**config.mk**
```make
export PLATFORM = sky130hd
export DESIGN_NAME = vpf_top
export DESIGN_NICKNAME = d
export VERILOG_FILES = /design/src/hdl/vpf_drift.v /design/src/hdl/vpf_pack.v /design/src/hdl/vpf_top.v
export VERILOG_INCLUDE_DIRS = /design/src /design/src/inc
export SDC_FILE = /design/constraint.sdc
export NUM_CORES = 1
export LEC_CHECK = 0
export BUFFER_PORTS_ARGS = -buffer_cell sky130_fd_sc_hd__buf_2
export CAP_MARGIN = 5
export CORE_MARGIN = 8
export CORE_UTILIZATION = 60
export DETAILED_ROUTE_END_ITERATION = 10
export PLACE_DENSITY_LB_ADDON = 0.12
export SYNTH_ARGS = -nofsm -noshare
export SYNTH_HDL_FRONTEND = slang
export SYNTH_SLANG_ARGS = --single-unit
```
**constraint.sdc**
```tcl
create_clock -name pclk -period 9.1 [get_ports pclk]
set_clock_uncertainty 0.2 [all_clocks]
set_input_delay 1.365 -clock pclk [delete_from_list [all_inputs] [get_ports pclk]]
set_output_delay 1.365 -clock pclk [all_outputs]
set_load 0.02 [all_outputs]
```
**src/inc/vpf_defs.vh**
```
// vpf_defs.vh: register indices, fields, reset values and counts
// for the pixel format stage; byte address is four times the index
`ifndef VPF_DEFS_VH
`define VPF_DEFS_VH
// register indices
`define VPF_IDX_WSRC 10'h110
`define VPF_IDX_FWID 10'h111
`define VPF_IDX_DRIFT 10'h112
`define VPF_IDX_D8 10'h312
`define VPF_IDX_D1012 10'h313
`define VPF_IDX_HOV 10'h31e
`define VPF_IDX_VCV 10'h320
`define VPF_IDX_DTV 10'h323
`define VPF_IDX_UTRIP 10'h337
`define VPF_IDX_ISTAT 10'h340
`define VPF_IDX_IMASK 10'h341
`define VPF_IDX_PSTAT 10'h342
`define VPF_IDX_ECNT 10'h343
// fields
`define VPF_WSRC_AUTO 3
`define VPF_FWID_F 5:0
`define VPF_DRIFT_EN 1
`define VPF_D8_BIT 2
`define VPF_D10_BIT 2
`define VPF_D12_BIT 6
`define VPF_HOV_DT 7
`define VPF_HOV_VC 6
`define VPF_HOV_WEN 5
`define VPF_HOV_W 4:0
`define VPF_VCV_F 5:4
`define VPF_DTV_F 5:0
`define VPF_UTRIP_BIT 5
`define VPF_IRQ_DRIFT 0
`define VPF_IRQ_FLUSH 1
// reset values
`define VPF_RST_WSRC 8'h08
`define VPF_RST_FWID 8'h18
`define VPF_RST_DRIFT 8'h02
`define VPF_RST_HOV 8'h18
`define VPF_RST_DTV 8'h30
`define VPF_RST_ZERO 8'h00
// user defined type header codes
`define VPF_UT_GEN 6'h30
`define VPF_UT_LO 6'h31
`define VPF_UT_HI 6'h37
`define VPF_UT_E0 6'h10
`define VPF_UT_E1 6'h11
// padding limits
`define VPF_PAD_MIN 6'h08
`define VPF_PAD_MAX 6'h10
// drift check: window of 256 cycles, tolerance in strobes
`define VPF_DRIFT_LAST 8'hff
`define VPF_DRIFT_TOL 9'h004
`endif

```
**src/hdl/vpf_drift.v**
```verilog
// vpf_drift: compares pixel strobe counts of successive windows
// assumes strobe marks one incoming pixel per cycle at most
`timescale 1ns/10ps
`default_nettype none
`include "vpf_defs.vh"
module vpf_drift (
    // clock and reset
    input wire pclk,
    input wire presetn,
    // control
    input wire enable,
    input wire clr,
    input wire strobe,
    // result
    output reg err
);
    reg [7:0] tick;
    reg [8:0] cur;
    reg [8:0] prev;
    reg primed;
    wire [8:0] total = cur + {8'h0, strobe};
    wire [8:0] diff = (total > prev) ? total - prev : prev - total;
    always @(posedge pclk or negedge presetn) begin
        if (!presetn) begin
            tick <= 8'h0;
            cur <= 9'h0;
            prev <= 9'h0;
            primed <= 1'b0;
            err <= 1'b0;
        end else if (!enable || clr) begin
            tick <= 8'h0;
            cur <= 9'h0;
            primed <= 1'b0;
            err <= 1'b0;
        end else begin
            tick <= tick + 8'h1;
            err <= 1'b0;
            if (tick == `VPF_DRIFT_LAST) begin
                // an idle first window never flags
                err <= primed && prev != 9'h0 && diff > `VPF_DRIFT_TOL;
                prev <= total;
                cur <= 9'h0;
                primed <= 1'b1;
            end else begin
                cur <= total;
            end
        end
    end
endmodule // vpf_drift
`default_nettype wire

```
**src/hdl/vpf_pack.v**
```verilog
// vpf_pack: doubles or triples pixels into one wider pipe pixel
// assumes one pixel per in_valid, low bits first on the wire
`timescale 1ns/10ps
`default_nettype none
`include "vpf_defs.vh"
module vpf_pack (
    // clock and reset
    input wire pclk,
    input wire presetn,
    input wire clr,
    // packing controls
    input wire dbl8,
    input wire dbl10,
    input wire dbl12,
    input wire utrip,
    // pixel in
    input wire in_valid,
    input wire in_line_end,
    input wire [23:0] in_data,
    input wire [5:0] in_dt,
    input wire [1:0] in_vc,
    input wire [5:0] in_width,
    // pixel out
    output reg out_valid,
    output reg [23:0] out_data,
    output reg [5:0] out_dt,
    output reg [1:0] out_vc,
    output reg [5:0] out_width,
    output reg flushed
);
    function is_user;
        input [5:0] dt;
        begin
            is_user = (dt == `VPF_UT_GEN) || (dt >= `VPF_UT_LO && dt <= `VPF_UT_HI) ||
                      (dt == `VPF_UT_E0) || (dt == `VPF_UT_E1);
        end
    endfunction
    reg [23:0] acc;
    reg [1:0] cnt;
    // double only for 8, 10, 12
    wire dbl = (in_width == 6'h08 && dbl8) || (in_width == 6'h0a && dbl10) ||
               (in_width == 6'h0c && dbl12);
    wire trip = utrip && in_width == 6'h08 && is_user(in_dt);
    wire [1:0] need = trip ? 2'h3 : (dbl ? 2'h2 : 2'h1);
    wire [5:0] sh = in_width * {4'h0, cnt};
    wire [23:0] pix = in_data & ~(24'hffffff << in_width);
    wire [23:0] merged = acc | (pix << sh);
    wire last = (cnt + 2'h1) == need;
    always @(posedge pclk or negedge presetn) begin
        if (!presetn) begin
            acc <= 24'h0;
            cnt <= 2'h0;
            out_valid <= 1'b0;
            out_data <= 24'h0;
            out_dt <= 6'h0;
            out_vc <= 2'h0;
            out_width <= 6'h0;
            flushed <= 1'b0;
        end else if (clr) begin
            acc <= 24'h0;
            cnt <= 2'h0;
            out_valid <= 1'b0;
            flushed <= 1'b0;
        end else begin
            out_valid <= in_valid && last;
            flushed <= 1'b0;
            if (in_valid && last) begin
                out_data <= merged;
                out_dt <= in_dt;
                out_vc <= in_vc;
                out_width <= in_width * {4'h0, need};
                acc <= 24'h0;
                cnt <= 2'h0;
            end else if (in_line_end && (in_valid || cnt != 2'h0)) begin
                // partial pair or triple at line end cannot be sent, dropped
                flushed <= 1'b1;
                acc <= 24'h0;
                cnt <= 2'h0;
            end else if (in_valid) begin
                acc <= merged;
                cnt <= cnt + 2'h1;
            end
        end
    end
endmodule // vpf_pack
`default_nettype wire

```
**src/hdl/vpf_top.v**
```verilog
// vpf_top: pixel format stage of one video pipe with apb registers
// assumes receiver and packetizer logic run on pclk, no stalls
// Summary of operation
// - type override enable swaps pipe data type for programmed type
// - channel override enable swaps virtual channel for 2-bit field
// - width override enable replaces received pixel width
// - double mode joins two 8, 10 or 12 bit pixels
// - 8-bit doubling bit sends 8-bit pixels as 16
// - 10-bit to 20 and 12-bit to 24 doubling bits
// - user type bit packs three 8-bit user pixels into 24
// - pixels may be zero padded up to 16 bits
// - padding after doubling, widths between 8 and 16
// - padded pipe runs at largest width, items take forced width
// - narrower items padded with zeros to forced width
// - width source bit picks receiver or forced width
// - forced width used only with automatic selection off
// - drift check resets the pipe on error and reports it
//
// Design decision made here: the APB slave port.
`timescale 1ns/10ps
`default_nettype none
`include "vpf_defs.vh"
module vpf_top (
    // clock and reset
    input wire pclk,
    input wire presetn,
    // apb slave
    input wire psel,
    input wire penable,
    input wire pwrite,
    input wire [11:0] paddr,
    input wire [31:0] pwdata,
    input wire [3:0] pstrb,
    output reg [31:0] prdata,
    output reg pready,
    output reg pslverr,
    // pixels from the receiver
    input wire in_valid,
    input wire in_line_end,
    input wire [23:0] in_data,
    input wire [5:0] in_dt,
    input wire [1:0] in_vc,
    input wire [5:0] in_width,
    // pixels to the packetizer
    output reg out_valid,
    output reg [23:0] out_data,
    output reg [5:0] out_dt,
    output reg [1:0] out_vc,
    output reg [5:0] out_width,
    // pipe reset and interrupt
    output reg pipe_reset,
    output reg irq
);
    function [23:0] wmask;
        input [5:0] w;
        begin
            wmask = ~(24'hffffff << w);
        end
    endfunction

    // registers
    reg [7:0] pipe_width_source_ctrl;
    reg [7:0] pipe_forced_width;
    reg [7:0] pipe_drift_ctrl;
    reg [7:0] eight_bit_double_ctrl;
    reg [7:0] ten_twelve_double_ctrl;
    reg [7:0] header_override_ctrl;
    reg [7:0] channel_override_value;
    reg [7:0] type_override_value;
    reg [7:0] user_type_width_ctrl;
    reg [7:0] irq_status;
    reg [7:0] irq_mask;
    reg [7:0] drift_count;

    // named controls
    // doubling, triple, drift and width controls
    wire eight_bit_double_enable = eight_bit_double_ctrl[`VPF_D8_BIT];
    wire ten_bit_double_enable = ten_twelve_double_ctrl[`VPF_D10_BIT];
    wire twelve_bit_double_enable = ten_twelve_double_ctrl[`VPF_D12_BIT];
    wire user_type_triple_enable = user_type_width_ctrl[`VPF_UTRIP_BIT];
    wire clock_drift_check_enable = pipe_drift_ctrl[`VPF_DRIFT_EN];
    wire auto_width = pipe_width_source_ctrl[`VPF_WSRC_AUTO];
    wire [5:0] forced_w = pipe_forced_width[`VPF_FWID_F];

    // apb decode
    wire [9:0] idx = paddr[11:2];
    reg hit;
    reg [7:0] rd_mux;
    wire acc_phase = psel && penable && !pready;
    wire wr_go = psel && penable && pready && pwrite && pstrb[0] && hit;
    wire rd_only = (idx == `VPF_IDX_PSTAT) || (idx == `VPF_IDX_ECNT);
    wire [7:0] wd = pwdata[7:0];

    // packer and drift outputs
    wire pk_valid;
    wire [23:0] pk_data;
    wire [5:0] pk_dt;
    wire [1:0] pk_vc;
    wire [5:0] pk_width;
    wire pk_flushed;
    wire drift_err;

    // pipe attributes
    wire [5:0] ov_width;
    wire [5:0] pipe_w;
    wire pad_on;
    wire [23:0] padded;
    wire [7:0] next_status;
    wire [7:0] ev;

    always @* begin
        hit = 1'b1;
        rd_mux = 8'h00;
        case (idx)
            `VPF_IDX_WSRC: rd_mux = pipe_width_source_ctrl;
            `VPF_IDX_FWID: rd_mux = pipe_forced_width;
            `VPF_IDX_DRIFT: rd_mux = pipe_drift_ctrl;
            `VPF_IDX_D8: rd_mux = eight_bit_double_ctrl;
            `VPF_IDX_D1012: rd_mux = ten_twelve_double_ctrl;
            `VPF_IDX_HOV: rd_mux = header_override_ctrl;
            `VPF_IDX_VCV: rd_mux = channel_override_value;
            `VPF_IDX_DTV: rd_mux = type_override_value;
            `VPF_IDX_UTRIP: rd_mux = user_type_width_ctrl;
            `VPF_IDX_ISTAT: rd_mux = irq_status;
            `VPF_IDX_IMASK: rd_mux = irq_mask;
            `VPF_IDX_PSTAT: rd_mux = {pad_on, 1'b0, pipe_w};
            `VPF_IDX_ECNT: rd_mux = drift_count;
            default: hit = 1'b0;
        endcase
    end

    // one wait state: pready rises on the second access cycle
    always @(posedge pclk or negedge presetn) begin
        if (!presetn) begin
            pready <= 1'b0;
            pslverr <= 1'b0;
            prdata <= 32'h0;
        end else begin
            pready <= acc_phase;
            pslverr <= acc_phase && (!hit || (pwrite && rd_only));
            if (acc_phase && !pwrite) begin
                prdata <= {24'h0, rd_mux};
            end
        end
    end

    // configuration writes, lane 0 only
    always @(posedge pclk or negedge presetn) begin
        if (!presetn) begin
            pipe_width_source_ctrl <= `VPF_RST_WSRC;
            pipe_forced_width <= `VPF_RST_FWID;
            pipe_drift_ctrl <= `VPF_RST_DRIFT;
            eight_bit_double_ctrl <= `VPF_RST_ZERO;
            ten_twelve_double_ctrl <= `VPF_RST_ZERO;
            header_override_ctrl <= `VPF_RST_HOV;
            channel_override_value <= `VPF_RST_ZERO;
            type_override_value <= `VPF_RST_DTV;
            user_type_width_ctrl <= `VPF_RST_ZERO;
            irq_mask <= `VPF_RST_ZERO;
        end else if (wr_go) begin
            case (idx)
                `VPF_IDX_WSRC: pipe_width_source_ctrl <= wd;
                `VPF_IDX_FWID: pipe_forced_width <= wd;
                `VPF_IDX_DRIFT: pipe_drift_ctrl <= wd;
                `VPF_IDX_D8: eight_bit_double_ctrl <= wd;
                `VPF_IDX_D1012: ten_twelve_double_ctrl <= wd;
                `VPF_IDX_HOV: header_override_ctrl <= wd;
                `VPF_IDX_VCV: channel_override_value <= wd;
                `VPF_IDX_DTV: type_override_value <= wd;
                `VPF_IDX_UTRIP: user_type_width_ctrl <= wd;
                `VPF_IDX_IMASK: irq_mask <= wd;
                default: irq_mask <= irq_mask;
            endcase
        end
    end

    vpf_pack u_pack (
        .pclk(pclk),
        .presetn(presetn),
        .clr(pipe_reset),
        .dbl8(eight_bit_double_enable),
        .dbl10(ten_bit_double_enable),
        .dbl12(twelve_bit_double_enable),
        .utrip(user_type_triple_enable),
        .in_valid(in_valid),
        .in_line_end(in_line_end),
        .in_data(in_data),
        .in_dt(in_dt),
        .in_vc(in_vc),
        .in_width(in_width),
        .out_valid(pk_valid),
        .out_data(pk_data),
        .out_dt(pk_dt),
        .out_vc(pk_vc),
        .out_width(pk_width),
        .flushed(pk_flushed)
    );

    // drift check on incoming pixel rate
    vpf_drift u_drift (
        .pclk(pclk),
        .presetn(presetn),
        .enable(clock_drift_check_enable),
        .clr(pipe_reset),
        .strobe(in_valid),
        .err(drift_err)
    );

    assign ov_width = header_override_ctrl[`VPF_HOV_WEN] ?
                      {1'b0, header_override_ctrl[`VPF_HOV_W]} : pk_width;
    assign pipe_w = auto_width ? ov_width : forced_w;
    // padding only for 8..16 after doubling
    assign pad_on = !auto_width && forced_w >= `VPF_PAD_MIN && forced_w <= `VPF_PAD_MAX;
    // zeros above item width up to forced width
    assign padded = pk_data & wmask(pk_width) & wmask(forced_w);

    // interrupt events
    assign ev = {6'h0, pk_flushed, drift_err};
    assign next_status = (irq_status & ~((wr_go && idx == `VPF_IDX_ISTAT) ? wd : 8'h00)) | ev;

    // output stage
    always @(posedge pclk or negedge presetn) begin
        if (!presetn) begin
            out_valid <= 1'b0;
            out_data <= 24'h0;
            out_dt <= 6'h0;
            out_vc <= 2'h0;
            out_width <= 6'h0;
        end else if (pipe_reset) begin
            out_valid <= 1'b0;
        end else begin
            out_valid <= pk_valid;
            if (pk_valid) begin
                out_data <= pad_on ? padded : pk_data;
                out_dt <= header_override_ctrl[`VPF_HOV_DT] ?
                          type_override_value[`VPF_DTV_F] : pk_dt;
                out_vc <= header_override_ctrl[`VPF_HOV_VC] ?
                          channel_override_value[`VPF_VCV_F] : pk_vc;
                out_width <= pipe_w;
            end
        end
    end

    always @(posedge pclk or negedge presetn) begin
        if (!presetn) begin
            pipe_reset <= 1'b0;
            irq_status <= 8'h00;
            irq <= 1'b0;
            drift_count <= 8'h00;
        end else begin
            pipe_reset <= drift_err;
            // set wins over a clear in the same cycle
            irq_status <= next_status;
            irq <= |(next_status & irq_mask);
            if (drift_err && drift_count != 8'hff) begin
                drift_count <= drift_count + 8'h01;
            end
        end
    end
endmodule // vpf_top
`default_nettype wire

```
==> impl_metrics.ini, run 1 <==
[outcome]
status = finished clean

[worst_setup_path]
critPathRequiredTime_ps = 9300
reg2reg_depth = 10
path_class = primary input to register
r2r_start = u_pack.cnt[0]$_DFFE_PN0P_
reg2reg_slack_ps = 5070
reg2reg_to = u_pack.out_data[0]$_DFFE_PN0P_
critPathMaxFanout = 9
arrival_ps = 4650
cp-start-kind = primary input
critPathCaptureType = register

[logic_synthesis]
synth_warnings = 0
avgSynthCellArea_um2 = 9.80
yosysUniqueCellTypes = 85
syn_area_mm2 = 0.0133
synth-edff-count = 0
async_flop_share = 1.00
synth-seq-cells = 241
synth_cells = 1358
synth_top_flop_cell = dfrtp_1
ys_seq_area_frac = 0.454

[die]
die-area_mm2 = 0.0272
initial_core_util = 0.610
die_height_um = 165
core_area_mm2 = 0.0218
pin_count = 168
rows = 54
die_w_um = 165

[timing]
finalSetupViolCount = 0
final.min_clock_period_ps = 4440
setup_slack_ps = 4660
maxSlewViolCount = 0
final-hold-violation-count = 0
finalSetupTns_ps = 0
worst_pin_slew_ps = 1090
max_freq_ghz = 0.225
period_share = 0.488
slew_headroom = 0.276
grt_setup_unrepaired = false

[clock_tree]
cts_setup_buffers = 0
cts_resized = 0
clockBufferDepth = 3
cts_tree = done
cts_sinks = 241
numCtsBuffers = 27
htreeDepth = 1
cts_hold_buf = 0
cts.clk_slew.worst_paths_ps = 60
cts_root_buffer = clkbuf_16
worst_skew_pair.late_latency_ps = 540

[power_and_ir_drop]
seq_power_share = 0.463
internal_power_mw = 1.84
powerDensity_mw_per_mm2 = 167
leakage_nw = 6.98
ir_worst_vdd_mv = 0.147
p_clk_frac = 0.439
p_switching_mw = 0.630
p_sw_frac = 0.256
power_frac_comb = 0.098

[min_path]
min_path_cells = 2
hold_start = out_data[19]$_DFFE_PN0P_
hp-class = register to register
hold_end = out_data[19]$_DFFE_PN0P_

[finish]
final_nets = 1561
antennaDiodeCount = 0
post_route_cells_drive_above_1_share = 0.211
layout_commonest_cell = dfrtp_1
area_growth_syn_to_layout_pct = 11.2
layout_common_cells = dfrtp_1, nand2_1, buf_2, nor2_1, mux2_2

[grt]
grt_pass1_vias = 10500
grt_pass1_wl_um = 56300
track_usage = 0.259
grt_max_degree = 93
grt_antenna_before_repair = 2
grt-ovfl-total = 0

[drt]
final_antenna_net_count = 0
wl_um = 35400
drt_iter0_drc = 941
viasPerCell = 6.19
wl_per_cell_um = 20.4
route.detailed.drc = 0
drtPass1Iterations = 5
num_vias = 10700

[place]
dp_worst_setup_slack_ps = 4160
hpwlAfterDp_um = 25700
gp_congestion = 0.917
io_buffers = 114

[job]
maxCapViolations = 0
[layout make-up]
type | instances | area, um^2
Sequential cell | 241 | 6040
Inverter | 42 | 158
Clock inverter | 17 | 150
Multi-Input combinational cell | 999 | 6710
Timing Repair Buffer | 122 | 641
Clock buffer | 33 | 748
Tap cell | 280 | 350
Fill cell | 1800 | 7020
[how the worst max path moves through the flow]
stage,start,endpoint,slack [ps],cells past startpoint
2_1_floorplan,in_width[0],u_pack.out_data[19]$_DFFE_PN0P_,4720,12
5_1_grt,in_valid,u_drift.err$_DFF_PN0_,4370,14
6_report,in_valid,u_drift.err$_DFF_PN0_,4660,14
3_5_place_dp,in_valid,u_drift.err$_DFF_PN0_,4160,14
4_1_cts,in_valid,u_drift.err$_DFF_PN0_,4680,14
3_3_place_gp,in_valid,u_drift.err$_DFF_PN0_,4160,14
[synthesized netlist by cell type (all sizes together), types with 14 or more instances]
cell | n | area [um^2]
nor3 | 18 | 105
mux2 | 100 | 1130
and2 | 18 | 113
nand3 | 41 | 205
xnor2 | 15 | 131
ha | 31 | 388
dfrtp | 233 | 5830
buf | 49 | 308
o21ai | 104 | 524
a31oi | 14 | 87.6
inv | 42 | 158
nor2 | 103 | 387
clkbuf | 51 | 191
a21oi | 83 | 415
a221oi | 14 | 123
a22oi | 26 | 195
a21boi | 14 | 105
xor2 | 19 | 166
a21o | 16 | 120
nand2 | 153 | 574
mux2i | 36 | 360
[cells by family after synthesis]
| kind of cell | synth area share |
|---|---|
| and+or+nand+nor | 0.140 |
| AOI/OAI and AO/OA | 0.179 |
| DFF | 0.454 |
| buffers and inverters | 0.0493 |
| muxes | 0.120 |
| adders and majority gates | 0.0351 |
| xor gates and xnor gates | 0.0224 |
| other | 0.000282 |
[worst max-delay path, stage by stage]
cell       delay [ps]
buf_2             170
ha_1              220
ha_1              240
xnor2_1           360
inv_1              80
ha_1              450
a21oi_1           130
and2_1            190
o2111ai_1         220
and2_1            440
mux2i_1           270
xnor2_1            90
a211oi_1          280
a31oi_1           130
[flip-flops by register name, indices dropped and copies added (netlist names), 9 cells and up]
name,flops
u_drift.cur,9
u_drift.prev,9
u_pack.acc,24
u_pack.out_data,24
out_data,24
[power groups by stage]
stage                     logic, mW  clock network (mW)  registers (mW)
after floorplan               0.128                   0            1.18
after global placement        0.239                   0            1.16
after detailed placement      0.242                   0            1.16
after CTS                     0.243                1.10            1.14
after global routing          0.266                1.14            1.15
final                         0.241                1.08            1.14
[stage by stage]
step / cells / total power, mW / hold slack, ps / cell area, um^2 / utilization
floorplan: 1382 / 1.31 / 176 / 13400 / -
global placement: 1684 / 1.40 / 244 / 13900 / 0.637
detailed placement: 1684 / 1.40 / 252 / 13900 / 0.637
CTS: 1734 / 2.48 / 264 / 14800 / 0.678
global route: 1734 / 2.55 / 293 / 14800 / 0.678
finish: 1734 / 2.47 / 261 / 14800 / 0.678
[per-layer routing]
metal  vias up  GRT usage  wire [um]  part of all wire
met1      5241      0.364      15700              0.44
met2       416      0.406      16100              0.46
met3        67     0.0541       2710             0.077
met5         -          0         27           0.00076
met4         4     0.0622        768             0.022
li1       5006          -          -                 -
Power figures use the tool's default switching activity.
==> run 2, diff against run 1 <==
ABC_AREA = 1   (was not set)
CORE_UTILIZATION = 59   (was 60)
clock period = 4.5 ns   (was 9.1 ns; I/O delays follow)
==> impl_metrics.ini, run 2 <==
[grt]
grt_pass1_wl_um = 63800
grt_pass1_vias = 12400
grt-ovfl-total = 0
track_usage = 0.272
grt_max_degree = 122
grt_antenna_before_repair = 0

[timing]
slew_headroom = 0.340
finalSetupViolCount = 0
period_share = 0.817
fin_hold_ws_ps = -22.8
maxSlewViolCount = 0
worst_pin_slew_ps = 984
finalSetupTns_ps = 0
max_freq_ghz = 0.272
grt_setup_unrepaired = false
final.min_clock_period_ps = 3680
final-hold-violation-count = 8

[clock_tree]
cts_hold_buf = 0
clockBufferDepth = 3
cts_tree = done
numCtsBuffers = 27
worst_skew_pair.late_latency_ps = 560
cts_setup_buffers = 0
htreeDepth = 1
cts_root_buffer = clkbuf_16
cts_sinks = 241
cts_resized = 0
cts.clk_slew.worst_paths_ps = 60

[drt]
route.detailed.drc = 0
viasPerCell = 5.59
num_vias = 13000
drtPass1Iterations = 6
wl_per_cell_um = 16.9
wl_um = 39300
drt_iter0_drc = 1327
final_antenna_net_count = 0

[logic_synthesis]
yosysTopAreaCellShare = 0.417
synth-edff-count = 0
synthTopCellsByCount = nand2_1, dfrtp_1, inv_1
netlist_top_cells_area = dfrtp_1, nand2_1, nand3_1
synth.most_common_cell = nand2_1
synth_top_flop_cell = dfrtp_1
async_flop_share = 1.00
syn_area_mm2 = 0.0140
yosysUniqueCellTypes = 52
synth_xor_area_frac = 0.0182
synthSimpleGateAreaFrac = 0.299
synth_compound_area_frac = 0.121
avgSynthCellArea_um2 = 7.39
synth_top_cell_by_area = dfrtp_1
synth_cells = 1892
synth-adder-area-share = 0.0335
synth-seq-cells = 241
ys_seq_area_frac = 0.432
muxShareOfSynthArea = 0
synth_warnings = 0
synth_top_family_by_area = simple AND/OR/NAND/NOR gates

[worst_setup_path]
reg2reg_slack_ps = 820
critPathCaptureType = register
critPathRequiredTime_ps = 4720
critPathMaxFanout = 10
path_class = register to register
cp-start-kind = register
arrival_ps = 3890

[place]
hpwlAfterDp_um = 29100
gp_congestion = 0.943
placed_cells = 2275
io_buffers = 114

[power_and_ir_drop]
internal_power_mw = 4.92
power_frac_comb = 0.353
seq_power_share = 0.346
p_sw_frac = 0.389
leakage_nw = 8.37
ir_worst_vdd_mv = 0.280
p_switching_mw = 3.13
p_clk_frac = 0.300
powerDensity_mw_per_mm2 = 515

[finish]
post_route_cells_drive_above_1_share = 0.106
area_growth_syn_to_layout_pct = 11.7
ff_latch_area_mm2 = 0.00604
layout_common_cells = nand2_1, dfrtp_1, inv_1, nand3_1
largestRegisters = out_data x24, u_pack.acc x24, u_pack.out_data x24
multiInputGateArea_mm2 = 0.00669
layout_commonest_cell = nand2_1
final_nets = 2113
antennaDiodeCount = 0
final_util = 0.669
final_cell_count_no_fill = 2324
n_fill_cell = 2092

[die]
die_w_um = 170
core_area_mm2 = 0.0233
die-area_mm2 = 0.0289
pin_count = 168
die_height_um = 170
initial_core_util = 0.599
rows = 56

[outcome]
violations = negative hold slack
status = finished with violations

[job]
maxCapViolations = 0

[min_path]
hp-class = primary input to asynchronous set/reset pin
[run 2: changes by cell type after synthesis, moves of 18 or more]
cell / delta
nand2_1: +435
inv_1: +160
nand3_1: +141
mux2_2: -100
o21ai_0: +52
nor2_1: +43
mux2i_1: -36
a22oi_1: -26
clkbuf_1: -23
nand4_1: +20
and2_1: -18
[run 2: logic make-up after synthesis]
| kind of cell | after synthesis |
|---|---|
| adders and majority gates | 35 |
| other | 1 |
| buffers and inverters | 298 |
| xor gates and xnor gates | 29 |
| and+or+nand+nor | 983 |
| AOI/OAI and AO/OA | 305 |
| DFF | 241 |
[run 2: final cells by class]
type / count / share of cell area
Clock buffer: 38 / 0.0504
Multi-Input combinational cell: 1377 / 0.428
Inverter: 212 / 0.0518
Timing Repair Buffer: 126 / 0.0438
Sequential cell: 241 / 0.387
Tap cell: 319 / 0.0256
Clock inverter: 11 / 0.0131
[run 2: critical path, stage by stage, from the launching register on]
cell	delay (ps)
dfrtp_1	350
ha_1	150
ha_1	180
nand3_1	120
nor2_1	150
nand3_1	110
nor2_1	130
xor2_1	290
inv_1	90
ha_1	340
inv_1	110
nor3_1	280
nand3_1	130
nand4_1	110
nand2_1	200
inv_2	180
nand2_1	70
nand2_1	60
nand2_1	50
inv_1	40
nand2_1	50
nor2_1	120
nor2_1	50
[run 2: path summary, 6_finish.rpt]
check                                               from                         to  depth (start not counted)
worst max-delay path            u_drift.cur[0]$_DFF_PN0_      u_drift.err$_DFF_PN0_                         22
min in group pclk                              pwdata[4]    irq_status[4]$_DFF_PN0_                          4
max in group asynchronous                        presetn  u_pack.acc[9]$_DFFE_PN0P_                          2
worst max register to register  u_drift.cur[0]$_DFF_PN0_      u_drift.err$_DFF_PN0_                         22
worst min register to register     u_drift.err$_DFF_PN0_       pipe_reset$_DFF_PN0_                          0
worst min-delay path                             presetn    out_data[6]$_DFFE_PN0P_                          1
[run 2: power groups by stage]
stage,registers [mW],clock network (mW),logic [mW]
finish,2.79,2.42,2.84
global route,2.82,2.53,3.21
CTS,2.78,2.45,2.82
floorplan,2.88,0,1.91
detailed placement,2.82,0,2.79
global placement,2.81,0,2.74
[run 2: stage by stage]
stage / hold slack, ps / setup WS, ps / total power [mW] / cell area [um^2]
2_1_floorplan: 154 / 1110 / 4.79 / 14100
3_3_place_gp: 197 / 478 / 5.55 / 14600
3_5_place_dp: 200 / 348 / 5.61 / 14600
4_1_cts: 47.6 / 841 / 8.05 / 15600
5_1_grt: 78.5 / 446 / 8.56 / 15600
6_report: -22.8 / 824 / 8.05 / 15600
[run 2: routing by layer]
| layer | GRT usage | routed length (um) | up-vias |
|---|---|---|---|
| met4 | 0.0748 | 898 | 0 |
| met2 | 0.433 | 18200 | 537 |
| li1 | - | - | 6285 |
| met1 | 0.378 | 16800 | 6111 |
| met5 | 0 | 0 | - |
| met3 | 0.0480 | 3390 | 68 |
==> run 3, diff against run 2 <==
ABC_AREA = 0   (was 1)
CORE_UTILIZATION = 53   (was 59)
clock period = 3.25 ns   (was 4.5 ns; I/O delays follow)
==> impl_metrics.ini, run 3 (same netlist as run 1, synthesis figures left out) <==
[place]
dp_worst_setup_slack_ps = -412
io_buffers = 114
placed_cells = 1835
hpwlAfterDp_um = 28200
gp_congestion = 0.934
place_area_mm2 = 0.0148

[drt]
drt_iter0_drc = 766
viasPerCell = 5.85
num_vias = 11000
drtPass1Iterations = 5
wl_per_cell_um = 19.9
route.detailed.drc = 0
wl_um = 37500
final_antenna_net_count = 0

[worst_setup_path]
arrival_ps = 3310
reg2reg_slack_ps = 150
critPathRequiredTime_ps = 3460
reg2reg_to = u_drift.err$_DFF_PN0_
cp-start-kind = register
critPathCaptureType = register
r2r_start = u_drift.cur[0]$_DFF_PN0_
reg2reg_depth = 13
path_class = register to register
critPathMaxFanout = 8

[timing]
final.min_clock_period_ps = 3100
slew_headroom = 0.416
max_freq_ghz = 0.322
setup_slack_ps = 147
fin_hold_ws_ps = 18.3
final-hold-violation-count = 0
worst_pin_slew_ps = 869
maxSlewViolCount = 0
finalSetupTns_ps = 0
period_share = 0.955
finalSetupViolCount = 0

[grt]
grt_pass1_vias = 11100
track_usage = 0.242
grt-ovfl-total = 0
grt_max_degree = 86
grt_antenna_before_repair = 0
grt_pass1_wl_um = 60000

[clock_tree]
clockBufferDepth = 3
cts_tree = done
cts.clk_slew.worst_paths_ps = 60
cts_sinks = 241
worst_skew_pair.late_latency_ps = 530
cts_root_buffer = clkbuf_16
htreeDepth = 1
numCtsBuffers = 26

[die]
die_height_um = 174
rows = 58
die-area_mm2 = 0.0304
initial_core_util = 0.535
core_area_mm2 = 0.0249
die_w_um = 174
pin_count = 168

[finish]
antennaDiodeCount = 0
final_cell_count_no_fill = 1886
finalInstanceArea_mm2 = 0.0158
layout_common_cells = dfrtp_1, nand2_1, buf_2, buf_4, nor2_1
area_growth_syn_to_layout_pct = 18.3
final_nets = 1666
largestRegisters = out_data x24, u_pack.acc x24, u_pack.out_data x24
final_util = 0.633
post_route_cells_drive_above_1_share = 0.267
layout_commonest_cell = dfrtp_1
n_fill_cell = 2169

[min_path]
hp-class = primary input to register
min_path_cells = 2
hold_end = u_pack.out_dt[1]$_DFFE_PN0P_
hold_start = in_dt[1]

[outcome]
status = finished clean

[power_and_ir_drop]
total_power_mw = 6.75
ir_worst_vdd_mv = 0.408
leakage_nw = 7.46
powerDensity_mw_per_mm2 = 429

[job]
maxCapViolations = 0
## run 3: cell count changes in the layout (fill, tap and decap cells not counted), moves of 17 or more
cell / change
a22oi_1: +25
and2_1: +17
nand3_1: -143
inv_1: -160
nor2_1: -44
o21ai_0: -52
nand4_1: -20
mux2_2: +100
mux2i_1: +36
buf_4: +95
nand2_1: -435
## run 3: worst max-delay path, stage by stage (launching register included)
cell and delay [ps]:
dfrtp_1 390, ha_1 220, ha_4 190, nand3_2 80, xor2_2 150, inv_1 90, ha_4 300, nand4_1 180
o2111ai_2 260, and2_4 250, mux2i_1 230, xnor2_1 100, a211oi_2 240, a31oi_1 110
## run 3: layer usage
metal,part of all wire,GRT usage
met1,0.42,0.317
met2,0.49,0.407
met3,0.057,0.0345
met4,0.028,0.0784
met5,0,0
## run 3: area by class of cell
cell class              count  area, um^2  area share
clock buffers              42         791      0.0502
multi-input cells         999        6820       0.433
repair buffers            228        1500      0.0950
well taps                 330         413      0.0262
clock inverters             4        33.8     0.00214
inverters                  42         158      0.0100
flip-flops and latches    241        6040       0.383
## run 3: report_power, final
| part | switching [mW] | internal (mW) |
|---|---|---|
| Sequential | 0.0825 | 3.12 |
| Combinational | 0.468 | 0.259 |
| Clock | 1.17 | 1.66 |
## run 3: repair_timing
item,in CTS,in global routing
endpoints found under the hold margin,53,0
pin swaps,0,6
hold buffers,4,0
endpoints found under the setup margin,1,1
buffers inserted,0,1
gates resized for setup,2,13
## run 3: how the worst max path moves through the flow
stage                        startpoint                         end  depth (start not counted)
6_report       u_drift.cur[0]$_DFF_PN0_       u_drift.err$_DFF_PN0_                         13
5_1_grt        u_drift.cur[0]$_DFF_PN0_       u_drift.err$_DFF_PN0_                         13
4_1_cts        u_drift.cur[0]$_DFF_PN0_       u_drift.err$_DFF_PN0_                         14
3_5_place_dp                   in_valid       u_drift.err$_DFF_PN0_                         14
3_3_place_gp                   in_valid       u_drift.err$_DFF_PN0_                         14
2_1_floorplan               in_width[1]  u_pack.acc[20]$_DFFE_PN0P_                         14
